===== config.mk =====
export PLATFORM = sky130hd
export DESIGN_NAME = chg_port
export DESIGN_NICKNAME = d
export VERILOG_FILES = /design/src/verilog/chg_pkg.sv /design/src/verilog/chg_port.sv /design/src/verilog/chg_regs.sv
export VERILOG_INCLUDE_DIRS = /design/src /design/src/verilog
export SDC_FILE = /design/constraint.sdc
export NUM_CORES = 1
export LEC_CHECK = 0
export BUFFER_PORTS_ARGS = -buffer_cell sky130_fd_sc_hd__buf_2
export CAP_MARGIN = 20
export CORE_ASPECT_RATIO = 1.1
export CORE_MARGIN = 2
export CORE_UTILIZATION = 35
export CTS_CLUSTER_DIAMETER = 200
export DETAILED_ROUTE_END_ITERATION = 8
export MAX_ROUTING_LAYER = met4
export PLACE_DENSITY = 0.6
export SLEW_MARGIN = 10
export SYNTH_ARGS = -nofsm -noshare
export SYNTH_HDL_FRONTEND = slang
export SYNTH_SLANG_ARGS = --single-unit

===== constraint.sdc =====
create_clock -name clk_i -period 7 [get_ports clk_i]
set_input_delay 0.35 -clock clk_i [delete_from_list [all_inputs] [get_ports clk_i]]
set_output_delay 0.35 -clock clk_i [all_outputs]
set_load 0.02 [all_outputs]

===== src/verilog/chg_params.svh =====
// constants for the charger two-wire target port and host-timeout logic
// Functional notes
// answer only target address 0x6B
// reads above 0x25 return 0xFF
// work at 100 and 400 kbit/s
// data changes only while clock low
// start/stop framing; busy between them
// eight-bit bytes, MSB first, unlimited count
// ninth pulse: receiver pulls data low
// hold clock low until ready
// controller follows NACK with stop/restart
// seven-bit address then direction bit
// single write: address, index, data, acked
// single read: index, restart, one byte
// undefined index: NACK, back to idle
// multi-byte reads and writes supported
// index advances after each data byte
// power-on: default mode, expired, defaults
// enter default: status, flag, alert
// flag reads once; status low in host
// any write enters host mode, starts timer
// host kicks timer or disables with 00
// expiry: default mode, registers reset, alert
// restore bit resets registers, self-clears
// restore clears the three force requests
// alert is 256us low pulse; flags clear
`ifndef CHG_PARAMS_SVH
`define CHG_PARAMS_SVH

`define CHG_TARGET_ADDR      7'h6b
`define CHG_LAST_IDX         8'h25
`define CHG_NREGS            38
`define CHG_RD_BEYOND        8'hff

// locations of the control and status bits
`define CHG_CTRL_IDX         8'h10
`define CHG_CTRL_RST         8'h01
`define CHG_PERIOD_LSB       0
`define CHG_KICK_BIT         2
`define CHG_RESTORE_BIT      3
`define CHG_FORCE_IDX        8'h14
`define CHG_STATUS_IDX       8'h1b
`define CHG_FLAG_IDX         8'h22
`define CHG_MASK_IDX         8'h25

// host-timeout periods in milliseconds per period code
`define CHG_WD_MS_1          8'h28
`define CHG_WD_MS_2          8'h50
`define CHG_WD_MS_3          8'ha0

// timing
`define CHG_CLK_NS           5
`define CHG_MS_NS            1000000
`define CHG_ALERT_US         256
`define CHG_MS_CYC           (`CHG_MS_NS / `CHG_CLK_NS)
`define CHG_ALERT_CYC        ((`CHG_ALERT_US * 1000) / `CHG_CLK_NS)
`define CHG_STRETCH_LAST     2'h2

`endif


===== src/verilog/chg_pkg.sv =====
// types shared by the charger target port and its register store
`include "chg_params.svh"
package chg_pkg;

  // bus engine states
  typedef enum logic [3:0] {
    CHG_ST_IDLE   = 4'b0000,
    CHG_ST_ADDR   = 4'b0001,
    CHG_ST_IDX    = 4'b0010,
    CHG_ST_WDATA  = 4'b0011,
    CHG_ST_ACK_A  = 4'b0100,
    CHG_ST_ACK_RX = 4'b0101,
    CHG_ST_HOLD   = 4'b0110,
    CHG_ST_TX     = 4'b0111,
    CHG_ST_TX_ACK = 4'b1000
  } chg_state_type;

  // all state of the port engine
  typedef struct packed {
    chg_state_type st;
    logic          scl_s1;
    logic          scl_s2;
    logic          scl_d;
    logic          sda_s1;
    logic          sda_s2;
    logic          sda_d;
    logic [3:0]    bit_cnt;
    logic [7:0]    shreg;
    logic [7:0]    ptr;
    logic          rw;
    logic          busy;
    logic          sda_oe;
    logic          scl_oe;
    logic [1:0]    hold_cnt;
    logic          dflt_mode;
    logic          to_flag;
    logic          alert_pend;
    logic          int_act;
    logic [15:0]   int_cnt;
    logic [17:0]   ms_div;
    logic [7:0]    wd_ms;
  } chg_main_type;

  // register store image
  typedef struct packed {
    logic [`CHG_NREGS-1:0][7:0] mem;
  } chg_regs_type;

endpackage


===== src/verilog/chg_port.sv =====
// two-wire target port of the charger with host-timeout and restore control
`timescale 1ns/100ps
`include "chg_params.svh"
module chg_port #(
  parameter int unsigned MS_CYC    = `CHG_MS_CYC,    // cycles per millisecond tick
  parameter int unsigned ALERT_CYC = `CHG_ALERT_CYC  // alert pulse length in cycles
) (
  input  wire logic clk_i,
  input  wire logic arst_n_i,
  input  wire logic scl_i,
  output logic      scl_o,
  output logic      scl_oe_o,
  input  wire logic sda_i,
  output logic      sda_o,
  output logic      sda_oe_o,
  output logic      int_n_o,
  output logic      host_mode_o,
  output logic      host_timeout_status_o,
  output logic      bus_busy_o,
  output logic      forced_current_optimize_request_o,
  output logic      forced_port_detect_request_o,
  output logic      forced_input_voltage_measure_request_o
);
  import chg_pkg::*;

  // power-on image: default mode, timer expired, alert pending
  localparam chg_main_type MAIN_RST = '{
    st: CHG_ST_IDLE, scl_s1: 1'b1, scl_s2: 1'b1, scl_d: 1'b1,
    sda_s1: 1'b1, sda_s2: 1'b1, sda_d: 1'b1, bit_cnt: 4'h0,
    shreg: 8'h00, ptr: 8'h00, rw: 1'b0, busy: 1'b0, sda_oe: 1'b0,
    scl_oe: 1'b0, hold_cnt: 2'h0, dflt_mode: 1'b1, to_flag: 1'b1,
    alert_pend: 1'b1, int_act: 1'b0, int_cnt: 16'h0000,
    ms_div: 18'h0_0000, wd_ms: 8'h00};

  chg_main_type s_r;    // engine state
  chg_main_type s_nxt;  // next engine state

  logic       scl_rise;  // clock edge seen on synchronised line
  logic       scl_fall;
  logic       start_ev;  // start or repeated start
  logic       stop_ev;
  logic       reg_we;    // byte write into the store
  logic [7:0] reg_wd;
  logic       reg_dflt;  // restore to defaults
  logic [7:0] store_rd;  // raw byte at the pointer
  logic [7:0] rd_byte;   // byte with live status overlaid
  logic [1:0] period;
  logic [2:0] force_req;
  logic       to_mask;
  logic       expire_ev; // host timeout ran out this cycle
  logic       tick;      // one-millisecond enable

  // timeout limit in ms for a period code; zero means off
  function automatic logic [7:0] wd_limit(input logic [1:0] code);
    case (code)
      2'h1:    wd_limit = `CHG_WD_MS_1;
      2'h2:    wd_limit = `CHG_WD_MS_2;
      2'h3:    wd_limit = `CHG_WD_MS_3;
      default: wd_limit = 8'h00;
    endcase
  endfunction

  // edges from the second and third stages only
  assign scl_rise = s_r.scl_s2 & ~s_r.scl_d;
  assign scl_fall = ~s_r.scl_s2 & s_r.scl_d;
  assign start_ev = s_r.scl_s2 & s_r.scl_d & s_r.sda_d & ~s_r.sda_s2;
  assign stop_ev  = s_r.scl_s2 & s_r.scl_d & ~s_r.sda_d & s_r.sda_s2;
  assign tick     = (s_r.ms_div == 18'(MS_CYC - 1));

  // status and flag bits live here, not in the store
  always_comb
  begin
    rd_byte = store_rd;
    if (s_r.ptr == `CHG_STATUS_IDX)
    begin
      rd_byte[0] = s_r.dflt_mode;
    end
    if (s_r.ptr == `CHG_FLAG_IDX)
    begin
      rd_byte[0] = s_r.to_flag;
    end
  end

  // engine, timeout and alert next-state logic
  always_comb
  begin
    s_nxt     = s_r;
    reg_we    = 1'b0;
    reg_wd    = 8'h00;
    reg_dflt  = 1'b0;
    expire_ev = 1'b0;
    // two-stage synchronisers, third stage for edges
    s_nxt.scl_s1 = scl_i;
    s_nxt.scl_s2 = s_r.scl_s1;
    s_nxt.scl_d  = s_r.scl_s2;
    s_nxt.sda_s1 = sda_i;
    s_nxt.sda_s2 = s_r.sda_s1;
    s_nxt.sda_d  = s_r.sda_s2;

    if (start_ev)
    begin
      // a restart drops whatever was in flight
      s_nxt.st      = CHG_ST_ADDR;
      s_nxt.bit_cnt = 4'h0;
      s_nxt.busy    = 1'b1;
      s_nxt.sda_oe  = 1'b0;
      s_nxt.scl_oe  = 1'b0;
    end
    else if (stop_ev)
    begin
      s_nxt.st     = CHG_ST_IDLE;
      s_nxt.busy   = 1'b0;
      s_nxt.sda_oe = 1'b0;
      s_nxt.scl_oe = 1'b0;
    end
    else
    begin
      case (s_r.st)
        CHG_ST_ADDR, CHG_ST_IDX, CHG_ST_WDATA:
        begin
          // sample on the rising edge, MSB first
          if (scl_rise)
          begin
            s_nxt.shreg   = {s_r.shreg[6:0], s_r.sda_s2};
            s_nxt.bit_cnt = 4'(s_r.bit_cnt + 4'h1);
          end
          else if (scl_fall && s_r.bit_cnt == 4'h8)
          begin
            s_nxt.bit_cnt = 4'h0;
            s_nxt.st      = CHG_ST_IDLE;
            if (s_r.st == CHG_ST_ADDR)
            begin
              // other targets are left alone, bus stays busy
              if (s_r.shreg[7:1] == `CHG_TARGET_ADDR)
              begin
                s_nxt.rw     = s_r.shreg[0];
                s_nxt.sda_oe = 1'b1;
                s_nxt.st     = CHG_ST_ACK_A;
              end
            end
            else if (s_r.st == CHG_ST_IDX)
            begin
              // undefined index: no ack, idle again
              if (s_r.shreg <= `CHG_LAST_IDX)
              begin
                s_nxt.ptr    = s_r.shreg;
                s_nxt.sda_oe = 1'b1;
                s_nxt.st     = CHG_ST_ACK_RX;
              end
            end
            else if (s_r.ptr <= `CHG_LAST_IDX)
            begin
              // data byte: store it and step on
              reg_we       = 1'b1;
              reg_wd       = s_r.shreg;
              s_nxt.ptr    = 8'(s_r.ptr + 8'h01);
              s_nxt.sda_oe = 1'b1;
              s_nxt.st     = CHG_ST_ACK_RX;
              if (s_r.ptr == `CHG_CTRL_IDX)
              begin
                // kick and restore never stay set
                reg_wd[`CHG_KICK_BIT]    = 1'b0;
                reg_wd[`CHG_RESTORE_BIT] = 1'b0;
                reg_dflt = s_r.shreg[`CHG_RESTORE_BIT];
              end
            end
          end
        end
        CHG_ST_ACK_A:
        begin
          // release after the ninth pulse; reads stretch first
          if (scl_fall)
          begin
            s_nxt.sda_oe = 1'b0;
            if (s_r.rw)
            begin
              s_nxt.st       = CHG_ST_HOLD;
              s_nxt.scl_oe   = 1'b1;
              s_nxt.hold_cnt = 2'h0;
            end
            else
            begin
              s_nxt.st = CHG_ST_IDX;
            end
          end
        end
        CHG_ST_ACK_RX:
        begin
          if (scl_fall)
          begin
            s_nxt.sda_oe = 1'b0;
            s_nxt.st     = CHG_ST_WDATA;
          end
        end
        CHG_ST_HOLD:
        begin
          // clock held low while the next byte is fetched
          s_nxt.hold_cnt = 2'(s_r.hold_cnt + 2'h1);
          if (s_r.hold_cnt == 2'h0)
          begin
            s_nxt.shreg = rd_byte;
            // flag reads once, then clears
            if (s_r.ptr == `CHG_FLAG_IDX)
            begin
              s_nxt.to_flag = 1'b0;
            end
          end
          if (s_r.hold_cnt == 2'h1)
          begin
            // first bit settles a cycle before the clock is let go
            s_nxt.sda_oe = ~s_r.shreg[7];
          end
          if (s_r.hold_cnt == `CHG_STRETCH_LAST)
          begin
            s_nxt.scl_oe  = 1'b0;
            s_nxt.bit_cnt = 4'h0;
            s_nxt.st      = CHG_ST_TX;
          end
        end
        CHG_ST_TX:
        begin
          // new bit only after the clock has fallen
          if (scl_fall)
          begin
            s_nxt.bit_cnt = 4'(s_r.bit_cnt + 4'h1);
            if (s_r.bit_cnt == 4'h7)
            begin
              s_nxt.sda_oe = 1'b0;
              s_nxt.st     = CHG_ST_TX_ACK;
            end
            else
            begin
              s_nxt.shreg  = {s_r.shreg[6:0], 1'b0};
              s_nxt.sda_oe = ~s_r.shreg[6];
            end
          end
        end
        CHG_ST_TX_ACK:
        begin
          // bit_cnt reused to remember the controller ack
          if (scl_rise)
          begin
            s_nxt.ptr     = 8'(s_r.ptr + 8'h01);
            s_nxt.bit_cnt = {3'h0, ~s_r.sda_s2};
          end
          else if (scl_fall)
          begin
            if (s_r.bit_cnt[0])
            begin
              s_nxt.st       = CHG_ST_HOLD;
              s_nxt.scl_oe   = 1'b1;
              s_nxt.hold_cnt = 2'h0;
            end
            else
            begin
              // nack: wait for the stop or restart
              s_nxt.st = CHG_ST_IDLE;
            end
          end
        end
        CHG_ST_IDLE:
        begin
          s_nxt.sda_oe = 1'b0;
        end
        default:
        begin
          s_nxt.st = CHG_ST_IDLE;
        end
      endcase
    end

    // millisecond divider free-runs; cheaper than per-period counters
    s_nxt.ms_div = tick ? 18'h0_0000 : 18'(s_r.ms_div + 18'h0_0001);

    // host timeout counts only in host mode with a nonzero period
    if (reg_we)
    begin
      // a write leaves default mode and restarts a stopped timer
      if (s_r.dflt_mode || reg_dflt)
      begin
        s_nxt.wd_ms = 8'h00;
      end
      s_nxt.dflt_mode = 1'b0;
      if (s_r.ptr == `CHG_CTRL_IDX && s_r.shreg[`CHG_KICK_BIT])
      begin
        s_nxt.wd_ms = 8'h00;
      end
    end
    else if (!s_r.dflt_mode && wd_limit(period) != 8'h00 && tick)
    begin
      if (8'(s_r.wd_ms + 8'h01) >= wd_limit(period))
      begin
        expire_ev        = 1'b1;
        reg_dflt         = 1'b1;
        s_nxt.dflt_mode  = 1'b1;
        s_nxt.to_flag    = 1'b1;
        s_nxt.alert_pend = 1'b1;
        s_nxt.wd_ms      = 8'h00;
      end
      else
      begin
        s_nxt.wd_ms = 8'(s_r.wd_ms + 8'h01);
      end
    end

    // alert pulse; a masked event is simply dropped
    if (s_r.int_act)
    begin
      s_nxt.int_cnt = 16'(s_r.int_cnt + 16'h0001);
      if (s_r.int_cnt == 16'(ALERT_CYC - 1))
      begin
        s_nxt.int_act = 1'b0;
      end
    end
    else if (s_r.alert_pend)
    begin
      s_nxt.alert_pend = expire_ev;
      s_nxt.int_act    = ~to_mask;
      s_nxt.int_cnt    = 16'h0000;
    end
  end

  // single state register
  always_ff @(posedge clk_i or negedge arst_n_i)
  begin
    if (!arst_n_i)
    begin
      s_r <= MAIN_RST;
    end
    else
    begin
      s_r <= s_nxt;
    end
  end

  // register store
  chg_regs u_regs (
    .clk_i     (clk_i),
    .arst_n_i  (arst_n_i),
    .we_i      (reg_we),
    .idx_i     (s_r.ptr),
    .wdata_i   (reg_wd),
    .dflt_i    (reg_dflt),
    .rd_idx_i  (s_r.ptr),
    .rd_data_o (store_rd),
    .period_o  (period),
    .force_o   (force_req),
    .mask_o    (to_mask)
  );

  // open-drain lines only ever pull low
  assign scl_o                                  = 1'b0;
  assign sda_o                                  = 1'b0;
  assign scl_oe_o                               = s_r.scl_oe;
  assign sda_oe_o                               = s_r.sda_oe;
  assign int_n_o                                = ~s_r.int_act;
  assign host_mode_o                            = ~s_r.dflt_mode;
  assign host_timeout_status_o                  = s_r.dflt_mode;
  assign bus_busy_o                             = s_r.busy;
  assign forced_current_optimize_request_o      = force_req[0];
  assign forced_port_detect_request_o           = force_req[1];
  assign forced_input_voltage_measure_request_o = force_req[2];

  // checks on the port engine
  a_addr_ignore: assert property (@(posedge clk_i) disable iff (!arst_n_i)
    (s_r.st == CHG_ST_ADDR && scl_fall && s_r.bit_cnt == 4'h8 && !start_ev && !stop_ev
     && s_r.shreg[7:1] != `CHG_TARGET_ADDR) |=> (s_r.st == CHG_ST_IDLE && !s_r.sda_oe))
    else $error("foreign address was answered");
  a_rd_beyond: assert property (@(posedge clk_i) disable iff (!arst_n_i)
    (s_r.ptr > `CHG_LAST_IDX) |-> (rd_byte == `CHG_RD_BEYOND))
    else $error("read past map not 0xff");
  a_sda_low_clk: assert property (@(posedge clk_i) disable iff (!arst_n_i)
    ($changed(s_r.sda_oe) && !$past(start_ev) && !$past(stop_ev)) |-> !$past(s_r.scl_s2))
    else $error("data drive changed while clock high");
  a_busy_frame: assert property (@(posedge clk_i) disable iff (!arst_n_i)
    (start_ev |=> s_r.busy) and (stop_ev |=> !s_r.busy))
    else $error("busy does not follow start and stop");
  a_ack_held: assert property (@(posedge clk_i) disable iff (!arst_n_i)
    ((s_r.st == CHG_ST_ACK_A || s_r.st == CHG_ST_ACK_RX) && !scl_fall
     && !start_ev && !stop_ev) |=> s_r.sda_oe)
    else $error("ack released early");
  a_stretch_len: assert property (@(posedge clk_i) disable iff (!arst_n_i)
    ($rose(s_r.scl_oe) && !$past(start_ev) && !$past(stop_ev) && !start_ev && !stop_ev)
    |-> s_r.scl_oe[*3] ##1 !s_r.scl_oe)
    else $error("clock stretch length wrong");
  a_nack_idx: assert property (@(posedge clk_i) disable iff (!arst_n_i)
    (s_r.st == CHG_ST_IDX && scl_fall && s_r.bit_cnt == 4'h8 && !start_ev && !stop_ev
     && s_r.shreg > `CHG_LAST_IDX) |=> (s_r.st == CHG_ST_IDLE && !s_r.sda_oe))
    else $error("undefined index acknowledged");
  a_ptr_step: assert property (@(posedge clk_i) disable iff (!arst_n_i)
    (s_r.st == CHG_ST_TX_ACK && scl_rise && !start_ev && !stop_ev)
    |=> s_r.ptr == 8'($past(s_r.ptr) + 8'h01))
    else $error("index did not advance after read byte");
  a_flag_once: assert property (@(posedge clk_i) disable iff (!arst_n_i)
    $fell(s_r.to_flag) |-> ($past(s_r.st) == CHG_ST_HOLD && $past(s_r.ptr) == `CHG_FLAG_IDX))
    else $error("flag cleared without a read");
  a_host_write: assert property (@(posedge clk_i) disable iff (!arst_n_i)
    reg_we |=> host_mode_o && !host_timeout_status_o)
    else $error("write did not enter host mode");
  a_expire: assert property (@(posedge clk_i) disable iff (!arst_n_i)
    expire_ev |=> (s_r.dflt_mode && s_r.to_flag && force_req == 3'h0))
    else $error("expiry did not restore default mode");
  a_alert_len: assert property (@(posedge clk_i) disable iff (!arst_n_i)
    (s_r.int_act && s_r.int_cnt == 16'(ALERT_CYC - 1)) |=> int_n_o)
    else $error("alert pulse length wrong");
  a_restore: assert property (@(posedge clk_i) disable iff (!arst_n_i)
    reg_dflt |=> force_req == 3'h0)
    else $error("restore left a force request set");

  c_write: cover property (@(posedge clk_i) disable iff (!arst_n_i) reg_we);
  c_read: cover property (@(posedge clk_i) disable iff (!arst_n_i)
    s_r.st == CHG_ST_TX_ACK && scl_fall);
  c_expire: cover property (@(posedge clk_i) disable iff (!arst_n_i) expire_ev);

endmodule


===== src/verilog/chg_regs.sv =====
// register store with default restore and out-of-range read answer
`timescale 1ns/100ps
`include "chg_params.svh"
module chg_regs #(
  parameter logic [`CHG_NREGS-1:0] EXEMPT = '0
) (
  input  wire logic       clk_i,
  input  wire logic       arst_n_i,
  input  wire logic       we_i,
  input  wire logic [7:0] idx_i,
  input  wire logic [7:0] wdata_i,
  input  wire logic       dflt_i,
  input  wire logic [7:0] rd_idx_i,
  output logic      [7:0] rd_data_o,
  output logic      [1:0] period_o,
  output logic      [2:0] force_o,
  output logic            mask_o
);
  import chg_pkg::*;

  // default value of one location
  function automatic logic [7:0] dflt_of(input int i);
    dflt_of = (i == int'(`CHG_CTRL_IDX)) ? `CHG_CTRL_RST : 8'h00;
  endfunction

  // whole image after power-on
  function automatic chg_regs_type rst_image();
    chg_regs_type r;
    for (int i = 0; i < `CHG_NREGS; i++)
    begin
      r.mem[i] = dflt_of(i);
    end
    return r;
  endfunction

  localparam chg_regs_type REGS_RST = rst_image();

  chg_regs_type regs_r;   // stored bytes
  chg_regs_type regs_nxt; // next image

  // write first, then restore overrides every non-exempt byte
  always_comb
  begin
    regs_nxt = regs_r;
    if (we_i && idx_i <= `CHG_LAST_IDX)
    begin
      regs_nxt.mem[idx_i[5:0]] = wdata_i;
    end
    if (dflt_i)
    begin
      for (int i = 0; i < `CHG_NREGS; i++)
      begin
        if (!EXEMPT[i])
        begin
          regs_nxt.mem[i] = dflt_of(i);
        end
      end
      // force requests end even if their byte were exempt
      regs_nxt.mem[`CHG_FORCE_IDX][2:0] = 3'h0;
    end
  end

  // state register
  always_ff @(posedge clk_i or negedge arst_n_i)
  begin
    if (!arst_n_i)
    begin
      regs_r <= REGS_RST;
    end
    else
    begin
      regs_r <= regs_nxt;
    end
  end

  // locations past the map answer a fixed byte
  assign rd_data_o = (rd_idx_i > `CHG_LAST_IDX) ? `CHG_RD_BEYOND
                                               : regs_r.mem[rd_idx_i[5:0]];
  assign period_o  = regs_r.mem[`CHG_CTRL_IDX][`CHG_PERIOD_LSB +: 2];
  assign force_o   = regs_r.mem[`CHG_FORCE_IDX][2:0];
  assign mask_o    = regs_r.mem[`CHG_MASK_IDX][0];

endmodule

==> results.cfg, run 1 <==
[sta]
setup_viol = 0
tns_ps = 0
fin_crit_ps = 4330
relSlewSlack_pct = 16.9
finalHoldViolCount = 0
fin_crit_sh_pct = 61.9
clock.fmax_mhz = 231
worst_pin_slew_ps = 1250
rsz0062_at_grt = false
drv_slew = 0
finalClockSkew_ps = 26.0

[drt]
met2_length_um = 30100
routedWlPerCell_um = 21.1
routed.top_layer = met4
met3WireLength_um = 4120
wl_met1_um = 25400
drt-initial-drc-count = 1844
via_count = 16900
antenna_left = 0
dr.pass1.iters = 6
viasPerCell = 5.76
routed_wl_um = 61800
route.detailed.drc = 0

[critical_path]
startpoint_type = flip-flop
cp_max_fo = 253
required_ps = 7390
worst-r2r-cell-count = 10
path_class = flip-flop to flip-flop
cp.arrival_ps = 4730
critPathCaptureType = flip-flop
r2r_end = u_regs.regs_r[299]
r2r_start = s_r[52]
rrSetupSlack_ps = 2670

[final_layout]
synthToLayoutAreaGrowth_pct = 10.2
n_antenna_cell = 0
drive_gt1_share_pct = 11.7
fillers = 5679
seq_area_um2 = 9680
multi_input_area_um2 = 9560
layout.nets = 2174

[yosys]
synth_cell_types = 87
synth.ff_latch_count = 386
synthFlopType = dfrtp_1
synth-compound-area-share_pct = 17.7
yosysWarnings = 0
syn_area_um2 = 20100
synth_top_area_cell = dfrtp_1
synth-xor-area-share_pct = 1.05
synth-async-reset-ratio_pct = 100
synth.avg_cell_area_um2 = 9.06
synth_edf_count = 0
synthAdderAreaFrac_pct = 1.06
ys_seq_area_share_pct = 48.2
synth_top_family_by_area = simple AND/OR/NAND/NOR gates
synth_cells = 2217
muxShareOfSynthArea_pct = 6.91
synth_area_leaders = dfrtp_1 47%, nand2_1 11%, a21oi_1 6.5%
synth_top_area_share_pct = 46.9
synth-simple-area-share_pct = 20.9

[cts]
cts_tree = yes
clockBufferDepth = 3
htree_levels = 2
cts_inserted_buffers = 43
clk_transition_reported_paths_ps = 60
clk_latency_ps = 590
cts_root_buf = clkbuf_16
post_cts_buffers = 0
cts_num_sinks = 386

[grt]
grt_max_degree = 254
grt_pass1_vias = 16800
grt.overflow.total = 0
grt_antenna_before_repair = 0
grt_pass1_wl_um = 97700
grt_usage_pct = 21.7

[job]
maxCapViolCount = 0

[min_path]
whs_endpoint = s_nxt[75]
min-delay-start = s_nxt[76]
hp-class = flip-flop to flip-flop
hold-path-cell-count = 0

[floorplan]
io_pins = 15
start_util_pct = 35.2
die_w_um = 232
die_area_um2 = 59300
rows = 92
core_um2 = 57000
die_y_um = 255

[power_and_ir_drop]
power.density_nw_per_um2 = 234
finalPower_mw = 5.18
irDropWorstVdd_uv = 196
p_leak_nw = 9.21

[placed_design]
gp_congestion = 0.927
portBuffers = 12
hpwl_um = 38700

[run_status]
status = finished, final reports clean
==> flip-flops by register name, indices dropped and copies added, names as in the netlist <==
signal / count
host_timeout_status_o: 1
bus_busy_o: 1
u_regs.period_o: 2
sda_oe_o: 1
u_regs.force_o: 3
u_regs.mask_o: 1
s_nxt: 4
s_r: 74
u_regs.regs_r: 298
scl_oe_o: 1
==> repair_timing <==
item,4_1_cts,5_1_grt
gates resized for setup,0,0
hold endpoints to repair,94,0
hold buffers,3,0
==> power breakdown <==
group	leakage, nW	internal (mW)	switching, mW
sequential	5.32	2.26	0.0355
clock	0.719	1.37	0.953
combinational	3.18	0.106	0.446
total	9.21	3.74	1.43
==> worst max-delay path, stage by stage (launching register included) <==
cell      delay (ps)
dfrtp_4          660
buf_4            700
ha_1             260
or3b_2           140
a21boi_4          80
nor4b_4          220
buf_4            600
nand3_2          190
o21ai_4          120
buf_12           680
nor2_1           160
==> final cells by class <==
class	count	share of cell area, %
sequential	386	43.8
multi-input combinational	1647	43.2
clock buffer	62	5.92
tap	752	4.25
timing repair buffer	48	1.73
clock inverter	15	0.667
inverter	27	0.458
==> synth_stat cells (all sizes together), types with 11 or more instances <==
cell,n
a221oi,32
a22oi,95
o22ai,14
or2,11
mux2i,43
nor3,56
ha,17
nor2,181
o21ai,58
xor2,13
xnor2,11
a21oi,260
dfrtp,376
inv,26
a31oi,11
clkbuf,73
a221o,12
nand3,43
mux4,25
nor2b,16
nand2,576
mux2,35
buf,85
==> logic make-up after synthesis <==
kind of cell / after synthesis
other: 1
adders and majority gates: 17
and+or+nand+nor: 942
DFF: 386
xor gates and xnor gates: 24
muxes: 103
buffers and inverters: 185
AOI/OAI and AO/OA: 559
==> worst max-delay path by stage <==
stage,startpoint,to,slack [ps],cells after the start
2_1_floorplan,s_r[52],u_regs.regs_r[70],3960,14
3_3_place_gp,s_r[52],u_regs.regs_r[258],2880,10
3_5_place_dp,s_r[52],u_regs.regs_r[299],2840,10
4_1_cts,s_r[52],u_regs.regs_r[299],2800,10
5_1_grt,s_r[52],u_regs.regs_r[299],2430,10
6_report,s_r[52],u_regs.regs_r[299],2670,10
==> per-layer routing <==
layer | global-route usage, % | up-vias
met2 | 35.4 | 714
met4 | 8.57 | 0
met3 | 3.01 | 140
li1 | - | 7661
met1 | 27.3 | 8415
met5 | - | -
==> per-stage QoR <==
step / setup slack, ps / cell area (µm²) / hold slack (ps) / std cells / utilization [%]
final: 2670 / 22100 / 355 / 2937 / 38.8
after global routing: 2430 / 22100 / 361 / 2937 / 38.8
after CTS: 2800 / 22100 / 356 / 2936 / 38.8
after detailed placement: 2840 / 20600 / 347 / 2856 / 36.2
after global placement: 2880 / 20600 / 346 / 2856 / 36.2
after floorplan: 3960 / 20100 / 54.4 / 2218 / -
==> placed cells by master, fill, tap and decap left out, types with 17 or more instances in the layout <==
cell type,n
a221oi_1,32
dfrtp_1,372
mux2i_1,43
a22oi_1,95
a21oi_1,260
buf_4,29
ha_1,17
mux4_2,25
nand2_1,575
o21ai_0,55
nor3_1,21
nor2_1,180
clkbuf_16,44
nand3_1,42
mux2_2,35
inv_1,26
nor3_2,29
Note: power is estimated with default switching activity, not from simulation.
==> run 2, diff against run 1 <==
Settings changed: PLACE_DENSITY 0.6 to 0.62.
Clock period 7 ns to 3.8 ns, I/O delays scaled along.
==> run 2 against run 1 <==
First-iteration DRC count increased by 11%; cell count is 0.99% higher; core utilization increased by 0.42 points; critical path depth is 1 lower; combinational power up 92%; global-route usage is 0.17 points higher; via count up 1.0%; sequential share of layout area down 0.47 points; cell area increased by 1.1%; flip-flop and latch count unchanged; critical endpoint is now u_regs.regs_r[50].
==> results.cfg, run 2 (same netlist as run 1, synthesis figures left out) <==
[run_status]
status = finished, final reports clean

[power_and_ir_drop]
p_seq_share_pct = 44.5
clock_power_share_pct = 44.4
p_sw_mw = 2.66
intPower_mw = 6.87
irDropWorstVdd_uv = 290
power.density_nw_per_um2 = 426
p_sw_share_pct = 27.9
p_leak_nw = 9.36
comb_power_share_pct = 11.1

[cts]
cts_tree = yes
htree_levels = 2
cts_inserted_buffers = 44
postCtsHoldBufs = 3
cts_num_sinks = 386
post_cts_buffers = 0
cts_root_buf = clkbuf_16
cts_resized = 0
clockBufferDepth = 3
clk_latency_ps = 580
clk_transition_reported_paths_ps = 60

[drt]
routedWlPerCell_um = 21.1
dr.pass1.iters = 6
drt-initial-drc-count = 2041
routed_wl_um = 62600
via_count = 17100
antenna_left = 0
route.detailed.drc = 0
viasPerCell = 5.77

[critical_path]
r2r_start = s_r[68]
slowest_delay_ps = 660
worst-r2r-cell-count = 9
crit_path_frequent_cell = nand2_1
cp.arrival_ps = 3530
r2r_end = u_regs.regs_r[50]
cpLargestDelayFamily = simple AND/OR/NAND/NOR gates
critPathLaunch = s_r[68]
critPathCaptureType = flip-flop
cp_max_fo = 24
path_class = flip-flop to flip-flop
startpoint_type = flip-flop
cp_num_buf_inv = 2
required_ps = 4220
critPathSlowestCell = nor4b_4
cp_cell_sequence = inv_1 -> ha_1 -> nand2_1 -> nor3_4 -> nor4b_4 -> buf_4 -> nand2_1 -> a22oi_1 -> nor2_1
rrSetupSlack_ps = 680
crit_cells = 9

[grt]
grt_pass1_wl_um = 99000
grt.overflow.total = 0
grt_max_degree = 140
grt_pass1_vias = 16600
grt_antenna_before_repair = 1
grt_usage_pct = 21.9

[floorplan]
core_um2 = 57000
die_y_um = 255
die_area_um2 = 59300
io_pins = 15
die_w_um = 232
rows = 92
start_util_pct = 35.2

[sta]
clock.fmax_mhz = 321
finalHoldViolCount = 0
relSlewSlack_pct = 28.5
fin_crit_ps = 3120
setup_viol = 0
worst_pin_slew_ps = 1070
rsz0062_at_grt = false
finalClockSkew_ps = 29.4
tns_ps = 0
fin_crit_sh_pct = 82.0
drv_slew = 0

[placed_design]
gp_congestion = 0.919
hpwl_um = 40300
place_area_um2 = 20900
portBuffers = 12

[final_layout]
largest_register_ff_count = 298
fillers = 5580
design_area_um2 = 22400
layout.nets = 2206
final_common_cell = nand2_1
regMostFlops = u_regs.regs_r
most-common-layout-cells = 575 x nand2_1, 372 x dfrtp_1, 260 x a21oi_1
synthToLayoutAreaGrowth_pct = 11.4
drive_gt1_share_pct = 12.5

[min_path]
hp-class = primary input to asynchronous set/reset pin

[job]
maxCapViolCount = 0
[run 2: how the worst max path moves through the flow]
stage,end,slack (ps)
6_report,u_regs.regs_r[50],680
5_1_grt,u_regs.regs_r[50],460
4_1_cts,u_regs.regs_r[50],680
3_5_place_dp,u_regs.regs_r[50],660
3_3_place_gp,u_regs.regs_r[50],790
2_1_floorplan,u_regs.regs_r[70],760
[run 2: layout make-up]
| type | count | area [µm²] | share of cell area [%] |
|---|---|---|---|
| multi-input cells | 1647 | 9560 | 42.8 |
| clock buffers | 66 | 1300 | 5.83 |
| clock inverters | 8 | 105 | 0.470 |
| repair buffers | 79 | 668 | 2.99 |
| flip-flops and latches | 386 | 9680 | 43.3 |
| diodes | 1 | 2.50 | 0.0112 |
| inverters | 27 | 101 | 0.453 |
| well taps | 752 | 941 | 4.21 |
[run 2: metrics by stage]
| stage | std cells | worst slack (ps) | hold WS [ps] | total power [mW] | utilization, % |
|---|---|---|---|---|---|
| final | 2966 | 683 | 255 | 9.53 | 39.2 |
| after floorplan | 2218 | 763 | -106 | 4.86 | - |
| after global routing | 2966 | 464 | 261 | 9.80 | 39.2 |
| after global placement | 2888 | 788 | 297 | 5.34 | 36.7 |
| after CTS | 2965 | 681 | 252 | 9.57 | 39.2 |
| after detailed placement | 2888 | 664 | 299 | 5.34 | 36.7 |
[run 2: power by group through the flow]
stage,combinational [mW],clock (mW),sequential [mW]
after global routing,1.11,4.46,4.24
after CTS,1.04,4.30,4.23
after detailed placement,1.04,0,4.31
final,1.06,4.23,4.24
after floorplan,0.584,0,4.28
after global placement,1.04,0,4.31
[run 2: per-layer routing]
metal | global-route usage [%] | part of all wire (%)
met5 | - | 0
met4 | 8.63 | 3.6
met1 | 28.6 | 43
met3 | 3.12 | 6.8
met2 | 34.3 | 47
